--- src/design/vwat_regs.svh ---
// register offsets, field positions, reset values and decode constants for the window translator
`ifndef VWAT_REGS_SVH
`define VWAT_REGS_SVH

`define VWAT_OFF_UTIL 12'h000
`define VWAT_OFF_RANGE 12'h004
`define VWAT_OFF_STAT 12'h008
`define VWAT_OFF_CNT 12'h00C
`define VWAT_OFF_WIN 12'h080
`define VWAT_UTIL_MODE_MSB 19
`define VWAT_UTIL_MODE_LSB 17
`define VWAT_UTIL_A30_BIT 0
`define VWAT_RANGE_EXT_BIT 0
`define VWAT_RANGE_STD_BIT 1
`define VWAT_WIN_HI_MSB 31
`define VWAT_WIN_HI_LSB 20
`define VWAT_WIN_AL_MSB 3
`define VWAT_WIN_AL_LSB 2
`define VWAT_WIN_DL_MSB 1
`define VWAT_WIN_DL_LSB 0
`define VWAT_UTIL_RESET 32'h0000_0000
`define VWAT_RANGE_RESET 32'h0000_0000
`define VWAT_WIN_RESET 32'h0000_0000
`define VWAT_PRIV_FIRST 9'h1C0
`define VWAT_PRIV_LAST 9'h1C2
`define VWAT_NODESP_BASE 13'h1C30
`define VWAT_WIN_BASE 7'h70
`define VWAT_AM_SHORT_A 6'h29
`define VWAT_AM_SHORT_B 6'h2D
`define VWAT_AM_EXT_TOP 3'h1
`define VWAT_AM_STD_TOP 3'h7

`endif

--- src/design/vwat_pkg.sv ---
// types shared by the window translator modules
package vwat_pkg;
	typedef enum logic [2:0] {
		VWAT_MODE_NONE = 3'h0,
		VWAT_MODE_34 = 3'h1,
		VWAT_MODE_40_512 = 3'h2,
		VWAT_MODE_40_4K = 3'h3,
		VWAT_MODE_40_8K = 3'h4
	} vwat_mode_t;
	typedef enum logic [2:0] {
		VWAT_CPU_NONE = 3'h0,
		VWAT_CPU_LOCAL = 3'h1,
		VWAT_CPU_CSR = 3'h2,
		VWAT_CPU_VME = 3'h3,
		VWAT_CPU_REJECT = 3'h4
	} vwat_cpu_kind_t;
	typedef struct packed {
		logic valid;
		logic longword;
		logic [31:0] addr;
	} vwat_cpu_req_t;
	typedef struct packed {
		logic valid;
		vwat_cpu_kind_t kind;
		logic [31:0] vme_addr;
		logic [1:0] addr_len;
		logic [1:0] data_len;
	} vwat_cpu_rsp_t;
	typedef struct packed {
		logic valid;
		logic [5:0] am;
		logic [31:0] addr;
	} vwat_dma_req_t;
	typedef struct packed {
		logic valid;
		logic claim;
		logic [39:0] sys_addr;
	} vwat_dma_rsp_t;
endpackage : vwat_pkg

--- src/design/vwat_cpu_dec.sv ---
// cpu-side decode of a normalised 32-bit system address
`timescale 1ns/1ps
`include "vwat_regs.svh"
module vwat_cpu_dec
	import vwat_pkg::*;
(
	input wire logic [31:0] addr,
	input wire logic longword,
	input wire logic [3:0] node,
	output vwat_cpu_kind_t kind
);
	logic priv_hit;
	logic csr_hit;
	logic win_hit;
	logic win_exists;

	assign priv_hit = (addr[31:23] >= `VWAT_PRIV_FIRST) && (addr[31:23] <= `VWAT_PRIV_LAST);
	assign csr_hit = (node != 4'h0) && (node != 4'hF)
		&& (addr[31:19] == (`VWAT_NODESP_BASE + {9'h000, node}));
	// slots 6 to 9 carry no connector, so they own no window
	assign win_exists = ((node >= 4'h1) && (node <= 4'h5)) || ((node >= 4'hA) && (node <= 4'hE));
	assign win_hit = win_exists && (addr[31:25] == (`VWAT_WIN_BASE + {3'h0, node}));

	always_comb
	begin
		if (priv_hit)
			kind = VWAT_CPU_LOCAL;
		else if (csr_hit)
			kind = longword ? VWAT_CPU_CSR : VWAT_CPU_REJECT;
		else if (win_hit)
			kind = longword ? VWAT_CPU_VME : VWAT_CPU_REJECT;
		else
			kind = VWAT_CPU_NONE;
	end
endmodule : vwat_cpu_dec

--- src/design/vwat_dma_dec.sv ---
// vme-side acceptance check and address translation for dma cycles
`timescale 1ns/1ps
`include "vwat_regs.svh"
module vwat_dma_dec
	import vwat_pkg::*;
(
	input wire logic [31:0] addr,
	input wire logic [5:0] am,
	input vwat_mode_t mode,
	input wire logic ext_en,
	input wire logic std_en,
	output logic claim,
	output logic [39:0] sys_addr
);
	logic is_ext;
	logic is_std;
	logic is_short;

	assign is_short = (am == `VWAT_AM_SHORT_A) || (am == `VWAT_AM_SHORT_B);
	assign is_ext = (am[5:3] == `VWAT_AM_EXT_TOP);
	assign is_std = (am[5:3] == `VWAT_AM_STD_TOP);

	always_comb
	begin
		claim = 1'b0;
		sys_addr = 40'h00_0000_0000;
		// page-map modes have no map here, so nothing is claimed in them
		if (mode == VWAT_MODE_NONE && !is_short)
		begin
			if (is_ext && ext_en && addr[31:29] == 3'h0)
			begin
				claim = 1'b1;
				sys_addr = {11'h000, addr[28:0]};
			end
			else if (is_std && std_en && !addr[23])
			begin
				claim = 1'b1;
				sys_addr = {16'h0000, addr[23:0]};
			end
		end
	end
endmodule : vwat_dma_dec

--- src/design/vwat_top.sv ---
// window address translator: apb registers, cpu window decode and dma acceptance
`timescale 1ns/1ps
`include "vwat_regs.svh"
module vwat_top
	import vwat_pkg::*;
(
	input wire logic pclk,
	input wire logic presetn,
	input wire logic psel,
	input wire logic penable,
	input wire logic pwrite,
	input wire logic [11:0] paddr,
	input wire logic [31:0] pwdata,
	input wire logic [3:0] pstrb,
	output logic [31:0] prdata,
	output logic pready,
	output logic pslverr,
	input wire logic [3:0] node_id,
	input vwat_cpu_req_t cpu_req,
	output vwat_cpu_rsp_t cpu_rsp,
	input vwat_dma_req_t dma_req,
	output vwat_dma_rsp_t dma_rsp
);
	logic [31:0] util_q;
	logic [31:0] range_q;
	logic [31:0] cpu_window_offset_reg [0:31];
	logic [3:0] node_q;
	logic node_cap_q;
	logic [7:0] cpu_vme_cnt_q;
	logic [7:0] cpu_rej_cnt_q;
	logic [7:0] dma_claim_cnt_q;
	logic [7:0] dma_rej_cnt_q;
	logic cpu_rej_seen_q;
	logic dma_rej_seen_q;
	logic [31:0] prdata_q;
	logic pready_q;
	logic pslverr_q;
	vwat_cpu_rsp_t cpu_rsp_q;
	vwat_dma_rsp_t dma_rsp_q;

	logic setup;
	logic wr_take;
	logic [31:0] rd_d;
	logic map_d;
	logic [31:0] wmask;
	logic win_sel;
	logic [4:0] win_idx;
	logic [31:0] cpu_addr_n;
	vwat_cpu_kind_t cpu_kind;
	logic [4:0] offs_sel;
	logic [31:0] offs_word;
	vwat_mode_t mode;
	logic dma_claim;
	logic [39:0] dma_sys_addr;
	logic cpu_vme_ev;
	logic cpu_rej_ev;
	logic dma_claim_ev;
	logic dma_rej_ev;
	logic cnt_clr;

	assign prdata = prdata_q;
	assign pready = pready_q;
	assign pslverr = pslverr_q;
	assign cpu_rsp = cpu_rsp_q;
	assign dma_rsp = dma_rsp_q;

	// apb: setup edge prepares the answer, access phase always lasts one cycle
	assign setup = psel && !penable && !pready_q;
	assign wr_take = psel && penable && pready_q && pwrite && !pslverr_q;
	assign win_sel = (paddr[11:7] == 5'(`VWAT_OFF_WIN >> 7));
	assign win_idx = paddr[6:2];
	assign wmask = {{8{pstrb[3]}}, {8{pstrb[2]}}, {8{pstrb[1]}}, {8{pstrb[0]}}};
	assign cnt_clr = wr_take && (paddr == `VWAT_OFF_CNT);

	always_comb
	begin
		rd_d = 32'h0000_0000;
		map_d = 1'b1;
		if (paddr[1:0] != 2'h0)
			map_d = 1'b0;
		else if (win_sel)
			rd_d = cpu_window_offset_reg[win_idx];
		else if (paddr == `VWAT_OFF_UTIL)
			rd_d = util_q;
		else if (paddr == `VWAT_OFF_RANGE)
			rd_d = range_q;
		else if (paddr == `VWAT_OFF_STAT)
			rd_d = {22'h00_0000, dma_rej_seen_q, cpu_rej_seen_q, 1'b0, mode, node_q};
		else if (paddr == `VWAT_OFF_CNT)
			rd_d = {dma_rej_cnt_q, dma_claim_cnt_q, cpu_rej_cnt_q, cpu_vme_cnt_q};
		else
			map_d = 1'b0;
	end

	always_ff @(posedge pclk or negedge presetn)
	begin
		if (!presetn)
			pready_q <= 1'b0;
		else
			pready_q <= setup;
	end

	always_ff @(posedge pclk or negedge presetn)
	begin
		if (!presetn)
		begin
			prdata_q <= 32'h0000_0000;
			pslverr_q <= 1'b0;
		end
		else if (setup)
		begin
			prdata_q <= pwrite ? 32'h0000_0000 : rd_d;
			pslverr_q <= !map_d || (pwrite && paddr == `VWAT_OFF_STAT);
		end
		else if (pready_q)
		begin
			prdata_q <= 32'h0000_0000;
			pslverr_q <= 1'b0;
		end
	end

	always_ff @(posedge pclk or negedge presetn)
	begin
		if (!presetn)
			util_q <= `VWAT_UTIL_RESET;
		else if (wr_take && paddr == `VWAT_OFF_UTIL)
			util_q <= (util_q & ~wmask) | (pwdata & wmask);
	end

	always_ff @(posedge pclk or negedge presetn)
	begin
		if (!presetn)
			range_q <= `VWAT_RANGE_RESET;
		else if (wr_take && paddr == `VWAT_OFF_RANGE)
			range_q <= (range_q & ~wmask) | (pwdata & wmask);
	end

	always_ff @(posedge pclk or negedge presetn)
	begin
		if (!presetn)
		begin
			for (int i = 0; i < 32; i++)
				cpu_window_offset_reg[i] <= `VWAT_WIN_RESET;
		end
		else if (wr_take && win_sel)
			cpu_window_offset_reg[win_idx] <= (cpu_window_offset_reg[win_idx] & ~wmask) | (pwdata & wmask);
	end

	// slot number is a strap; taken once after reset so a moving pin cannot shift the window
	always_ff @(posedge pclk or negedge presetn)
	begin
		if (!presetn)
		begin
			node_q <= 4'h0;
			node_cap_q <= 1'b0;
		end
		else if (!node_cap_q)
		begin
			node_q <= node_id;
			node_cap_q <= 1'b1;
		end
	end

	// unknown mode codes fall back to the 34-bit page-map mode: nothing is claimed
	always_comb
	begin
		unique case (util_q[`VWAT_UTIL_MODE_MSB:`VWAT_UTIL_MODE_LSB])
			3'h0: mode = VWAT_MODE_NONE;
			3'h1: mode = VWAT_MODE_34;
			3'h2: mode = VWAT_MODE_40_512;
			3'h3: mode = VWAT_MODE_40_4K;
			3'h4: mode = VWAT_MODE_40_8K;
			default: mode = VWAT_MODE_34;
		endcase
	end

	// 30-bit hosts put 2 or 3 in the top digit; forcing bits 31:30 gives E or F
	assign cpu_addr_n = util_q[`VWAT_UTIL_A30_BIT] ? {2'h3, cpu_req.addr[29:0]} : cpu_req.addr;

	vwat_cpu_dec u_cpu_dec
	(
		.addr(cpu_addr_n),
		.longword(cpu_req.longword),
		.node(node_q),
		.kind(cpu_kind)
	);

	assign offs_sel = cpu_addr_n[24:20];
	assign offs_word = cpu_window_offset_reg[offs_sel];

	always_ff @(posedge pclk or negedge presetn)
	begin
		if (!presetn)
			cpu_rsp_q <= '0;
		else if (cpu_req.valid && node_cap_q)
		begin
			cpu_rsp_q.valid <= 1'b1;
			cpu_rsp_q.kind <= cpu_kind;
			if (cpu_kind == VWAT_CPU_VME)
			begin
				// section base from the register, byte offset from the host address
				cpu_rsp_q.vme_addr <= {offs_word[`VWAT_WIN_HI_MSB:`VWAT_WIN_HI_LSB], cpu_addr_n[19:0]};
				cpu_rsp_q.addr_len <= offs_word[`VWAT_WIN_AL_MSB:`VWAT_WIN_AL_LSB];
				cpu_rsp_q.data_len <= offs_word[`VWAT_WIN_DL_MSB:`VWAT_WIN_DL_LSB];
			end
			else if (cpu_kind == VWAT_CPU_CSR)
			begin
				cpu_rsp_q.vme_addr <= {13'h0000, cpu_addr_n[18:0]};
				cpu_rsp_q.addr_len <= 2'h0;
				cpu_rsp_q.data_len <= 2'h0;
			end
			else
			begin
				cpu_rsp_q.vme_addr <= 32'h0000_0000;
				cpu_rsp_q.addr_len <= 2'h0;
				cpu_rsp_q.data_len <= 2'h0;
			end
		end
		else
			cpu_rsp_q <= '0;
	end

	vwat_dma_dec u_dma_dec
	(
		.addr(dma_req.addr),
		.am(dma_req.am),
		.mode(mode),
		.ext_en(range_q[`VWAT_RANGE_EXT_BIT]),
		.std_en(range_q[`VWAT_RANGE_STD_BIT]),
		.claim(dma_claim),
		.sys_addr(dma_sys_addr)
	);

	always_ff @(posedge pclk or negedge presetn)
	begin
		if (!presetn)
			dma_rsp_q <= '0;
		else
		begin
			dma_rsp_q.valid <= dma_req.valid;
			dma_rsp_q.claim <= dma_req.valid && dma_claim;
			dma_rsp_q.sys_addr <= (dma_req.valid && dma_claim) ? dma_sys_addr : 40'h00_0000_0000;
		end
	end

	assign cpu_vme_ev = cpu_rsp_q.valid && cpu_rsp_q.kind == VWAT_CPU_VME;
	assign cpu_rej_ev = cpu_rsp_q.valid && cpu_rsp_q.kind == VWAT_CPU_REJECT;
	assign dma_claim_ev = dma_rsp_q.valid && dma_rsp_q.claim;
	assign dma_rej_ev = dma_rsp_q.valid && !dma_rsp_q.claim;

	// a count that moves in the clearing cycle restarts at one, so no event is lost
	always_ff @(posedge pclk or negedge presetn)
	begin
		if (!presetn)
		begin
			cpu_vme_cnt_q <= 8'h00;
			cpu_rej_cnt_q <= 8'h00;
		end
		else if (cnt_clr)
		begin
			cpu_vme_cnt_q <= {7'h00, cpu_vme_ev};
			cpu_rej_cnt_q <= {7'h00, cpu_rej_ev};
		end
		else
		begin
			cpu_vme_cnt_q <= cpu_vme_cnt_q + {7'h00, cpu_vme_ev};
			cpu_rej_cnt_q <= cpu_rej_cnt_q + {7'h00, cpu_rej_ev};
		end
	end

	always_ff @(posedge pclk or negedge presetn)
	begin
		if (!presetn)
		begin
			dma_claim_cnt_q <= 8'h00;
			dma_rej_cnt_q <= 8'h00;
		end
		else if (cnt_clr)
		begin
			dma_claim_cnt_q <= {7'h00, dma_claim_ev};
			dma_rej_cnt_q <= {7'h00, dma_rej_ev};
		end
		else
		begin
			dma_claim_cnt_q <= dma_claim_cnt_q + {7'h00, dma_claim_ev};
			dma_rej_cnt_q <= dma_rej_cnt_q + {7'h00, dma_rej_ev};
		end
	end

	// sticky refusal flags; set beats clear in the same cycle
	always_ff @(posedge pclk or negedge presetn)
	begin
		if (!presetn)
		begin
			cpu_rej_seen_q <= 1'b0;
			dma_rej_seen_q <= 1'b0;
		end
		else
		begin
			cpu_rej_seen_q <= cpu_rej_ev || (cpu_rej_seen_q && !cnt_clr);
			dma_rej_seen_q <= dma_rej_ev || (dma_rej_seen_q && !cnt_clr);
		end
	end
endmodule : vwat_top
--- config.mk ---
export PLATFORM = sky130hd
export DESIGN_NAME = vwat_top
export DESIGN_NICKNAME = d
export VERILOG_FILES = /design/src/design/vwat_pkg.sv /design/src/design/vwat_cpu_dec.sv /design/src/design/vwat_dma_dec.sv /design/src/design/vwat_top.sv
export VERILOG_INCLUDE_DIRS = /design/src /design/src/design
export SDC_FILE = /design/constraint.sdc
export NUM_CORES = 2
export LEC_CHECK = 0
export BUFFER_PORTS_ARGS = -buffer_cell sky130_fd_sc_hd__buf_4
export CAP_MARGIN = 25
export CORE_UTILIZATION = 30
export CTS_CLUSTER_SIZE = 20
export DETAILED_ROUTE_END_ITERATION = 10
export GPL_TIMING_DRIVEN = 1
export PLACE_DENSITY = 0.51
export RECOVER_POWER = 25
export SLEW_MARGIN = 20
export SYNTH_ARGS = -nofsm -noshare
export SYNTH_HDL_FRONTEND = slang
export SYNTH_SLANG_ARGS = --single-unit
--- constraint.sdc ---
create_clock -name pclk -period 4 [get_ports pclk]
set_input_delay 0.4 -clock pclk [delete_from_list [all_inputs] [get_ports pclk]]
set_output_delay 0.4 -clock pclk [all_outputs]
set_load 0.05 [all_outputs]
==> out/results.ini <==
[critical_path]
critPathKind=flip-flop to flip-flop
cp-end-kind=flip-flop
cp-start-kind=flip-flop
required_ns=4.74
reg2reg_from=pready$_DFF_PN0_
critPathMaxFanout=14
worstPathArrival_ns=3.74
reg2reg_depth=6
r2r-end=prdata[1]$_DFFE_PN0P_
reg2reg_setup_slack_ns=1.00

[placed_design]
gp_congestion=0.8374
dp.cells=7588
dp_slack_ns=0.4898
port_buffers=233
dp_hpwl_um=133900

[floorplan]
die_h_um=447.0
rows=162
die_area_sq_mm=0.1998
die_w_um=447.0
core_sq_mm=0.1958
initial_utilization=0.3034
io_pins=246

[final_layout]
areaGrowthSynthToFinish_pct=18.33
drive_above_1_share=0.2803
largest_reg_flops=1024
nets=5349
final_util=0.3590
fin_cells=7949

[sta]
finalCritPeriodShare=0.7493
fin_skew_ns=0.03133
tightest_slew_ns=2.249
min_period_ns=2.997
fmax_ghz=0.3337
tns_ns=0
worst_slack_ns=1.003
hold_violations=0
rsz0062_at_grt=no
maxSlewHeadroom=-0.4993
drv_slew=284
setup_viol=0

[synthesis]
synth.top_cells.by_area=dfrtp_1 52%, mux2_2 11%, mux2i_1 9.3%
ys.flop_type=dfrtp_1
avgSynthCellArea_sq_um=11.93
synth_sequential_area_ratio=0.5190
synth_seq_cells=1232
synth_top_area_share=0.5190
syn_area_sq_mm=0.05940
syn-instance-count=4979
synth-async-reset-ratio=1.000
synth_edf_count=0
yosysWarnings=0
netlist_top_cells_count=1,232 x dfrtp_1, 581 x mux2_2, 581 x nand2_1, 552 x mux2i_1, 454 x o21ai_0
synth_cell_type_count=74
synth.most_common_cell=dfrtp_1
yosysTopAreaCell=dfrtp_1

[routing]
detailroute.via_count=42480
drt_iter0_drc=3801
drtAntennaViolNets=0
vias_per_cell=5.344
firstDrtPassIters=6
wirelength_um=213900
remaining_drc_errors=0
wire_per_inst_um=26.91

[clock_network]
insertion_delay_ns=0.82
clkSlewWorstSetupHoldPaths_ns=0.06
cts_tree=yes
cts_setup_buffers=0
root_buffer=clkbuf_16
clock_sinks=1232
htreeDepth=4
cts-resized-gates=0
clockBufferDepth=3
numCtsBuffers=134

[power_and_ir_drop]
peakVddDrop_uv=497.6
power_leakage_nw=32.60
p_per_area_mw_per_mm2=389.8

[global_routing]
antenna_found_initial=17
grt_pass1_vias=42710
gr-total-overflow=0
grt_pass1_wl_um=309100
grt_max_degree=114
grt.total_usage=0.2126

[min_path]
holdCritPathClass=input pin to flip-flop
hold_path_depth=3
min_from=psel
holdPathEnd=pready$_DFF_PN0_

[outcome]
violations=max-capacitance violations, max-slew violations
status=finished with violations

[job]
maxCapViolations=4

-- cells in the final DEF, fill, tap and decap left out, types with 12 or more instances in the layout --
cell type / synthesis / layout
clkbuf_16: 0 / 139
clkbuf_8: 0 / 37
o21ai_1: 63 / 63
a22oi_1: 132 / 132
clkbuf_1: 222 / 42
a31o_2: 13 / 13
a21oi_1: 46 / 45
conb_1: 2 / 12
buf_12: 0 / 34
xor2_1: 18 / 18
nand2_1: 581 / 581
mux2_2: 581 / 581
and2_1: 54 / 53
nand4_1: 42 / 42
nor4_1: 32 / 31
nor2_1: 50 / 49
nor3_1: 23 / 23
buf_4: 46 / 408
mux4_2: 136 / 136
nand3_1: 51 / 24
mux2i_1: 552 / 552
nand3_4: 0 / 27
o21ai_0: 454 / 454
clkinv_2: 0 / 17
dfrtp_1: 1232 / 1232
dlygate4sd3_1: 0 / 111
o22ai_1: 177 / 177
and3_1: 49 / 49
-- logic make-up after synthesis --
family / count (synthesis) / share of synthesized area
flops: 1232 / 0.5190
simple gates: 974 / 0.07983
fa+ha+maj: 8 / 0.001685
other cells: 2 / 0.0001264
xor+xnor: 28 / 0.004128
mux: 1273 / 0.2555
buf+inv: 491 / 0.04116
compound gates: 971 / 0.09862
-- what timing repair did --
item	4_1_cts	5_1_grt
setup endpoints to repair	0	0
hold endpoints to repair	196	0
hold buffers	111	0
-- worst max path at each step --
stage                           from                                endpoint  slack, ns  depth (start not counted)
global route                 presetn  cpu_window_offset_reg[652]$_DFFE_PN0P_       0.53                          3
floorplan                   paddr[3]  cpu_window_offset_reg[613]$_DFFE_PN0P_       1.46                          8
global placement            paddr[4]  cpu_window_offset_reg[875]$_DFFE_PN0P_       0.51                          6
CTS                 pready$_DFF_PN0_                   prdata[1]$_DFFE_PN0P_       1.07                          6
finish              pready$_DFF_PN0_                   prdata[1]$_DFFE_PN0P_       1.00                          6
detailed placement          paddr[5]  cpu_window_offset_reg[113]$_DFFE_PN0P_       0.49                          6
-- routing by layer --
metal	vias to the layer above	track usage	routed length [um]	part of all wire
li1	18600	-	-	-
met1	22190	0.2834	92160	0.43
met2	1377	0.3521	102400	0.48
met3	317	0.03330	12720	0.059
met4	4	0.06692	6594	0.031
met5	-	0	25	0.00012
-- area by class of cell --
| class | instances | area [sq um] |
|---|---|---|
| Antenna cell | 6 | 15.01 |
| Clock buffer | 209 | 4111 |
| Clock inverter | 35 | 377.9 |
| Fill cell | 19360 | 125500 |
| Inverter | 7 | 26.28 |
| Multi-Input combinational cell | 3266 | 26690 |
| Sequential cell | 1232 | 30830 |
| Tap cell | 2624 | 3283 |
| Timing Repair Buffer | 570 | 4955 |
-- stage by stage --
stage | cell area (sq um) | power, mW | hold WS (ns)
final | 70290 | 27.40 | 0.05392
after floorplan | 59440 | 13.84 | 0.1044
after detailed placement | 64790 | 14.81 | 0.4547
after global placement | 64780 | 14.81 | 0.4416
after CTS | 70390 | 27.67 | 0.004717
after global routing | 70280 | 28.26 | 0.03431
-- power breakdown --
group / internal, mW / switching [mW] / total (mW) / leakage [nW]
sequential: 12.5 / 0.0676 / 12.6 / 17.1
combinational: 0.645 / 1.42 / 2.07 / 13.3
clock: 7.41 / 5.33 / 12.7 / 2.21
-- critical path: stages (launching register included) --
cell and delay (ns):
dfrtp_1 0.44, or3b_2 0.53, nor4_4 0.20, buf_4 0.29
nand2_1 0.47, nor3_1 0.79, a221o_1 0.20
No activity file was read; power rests on OpenSTA's default activity.
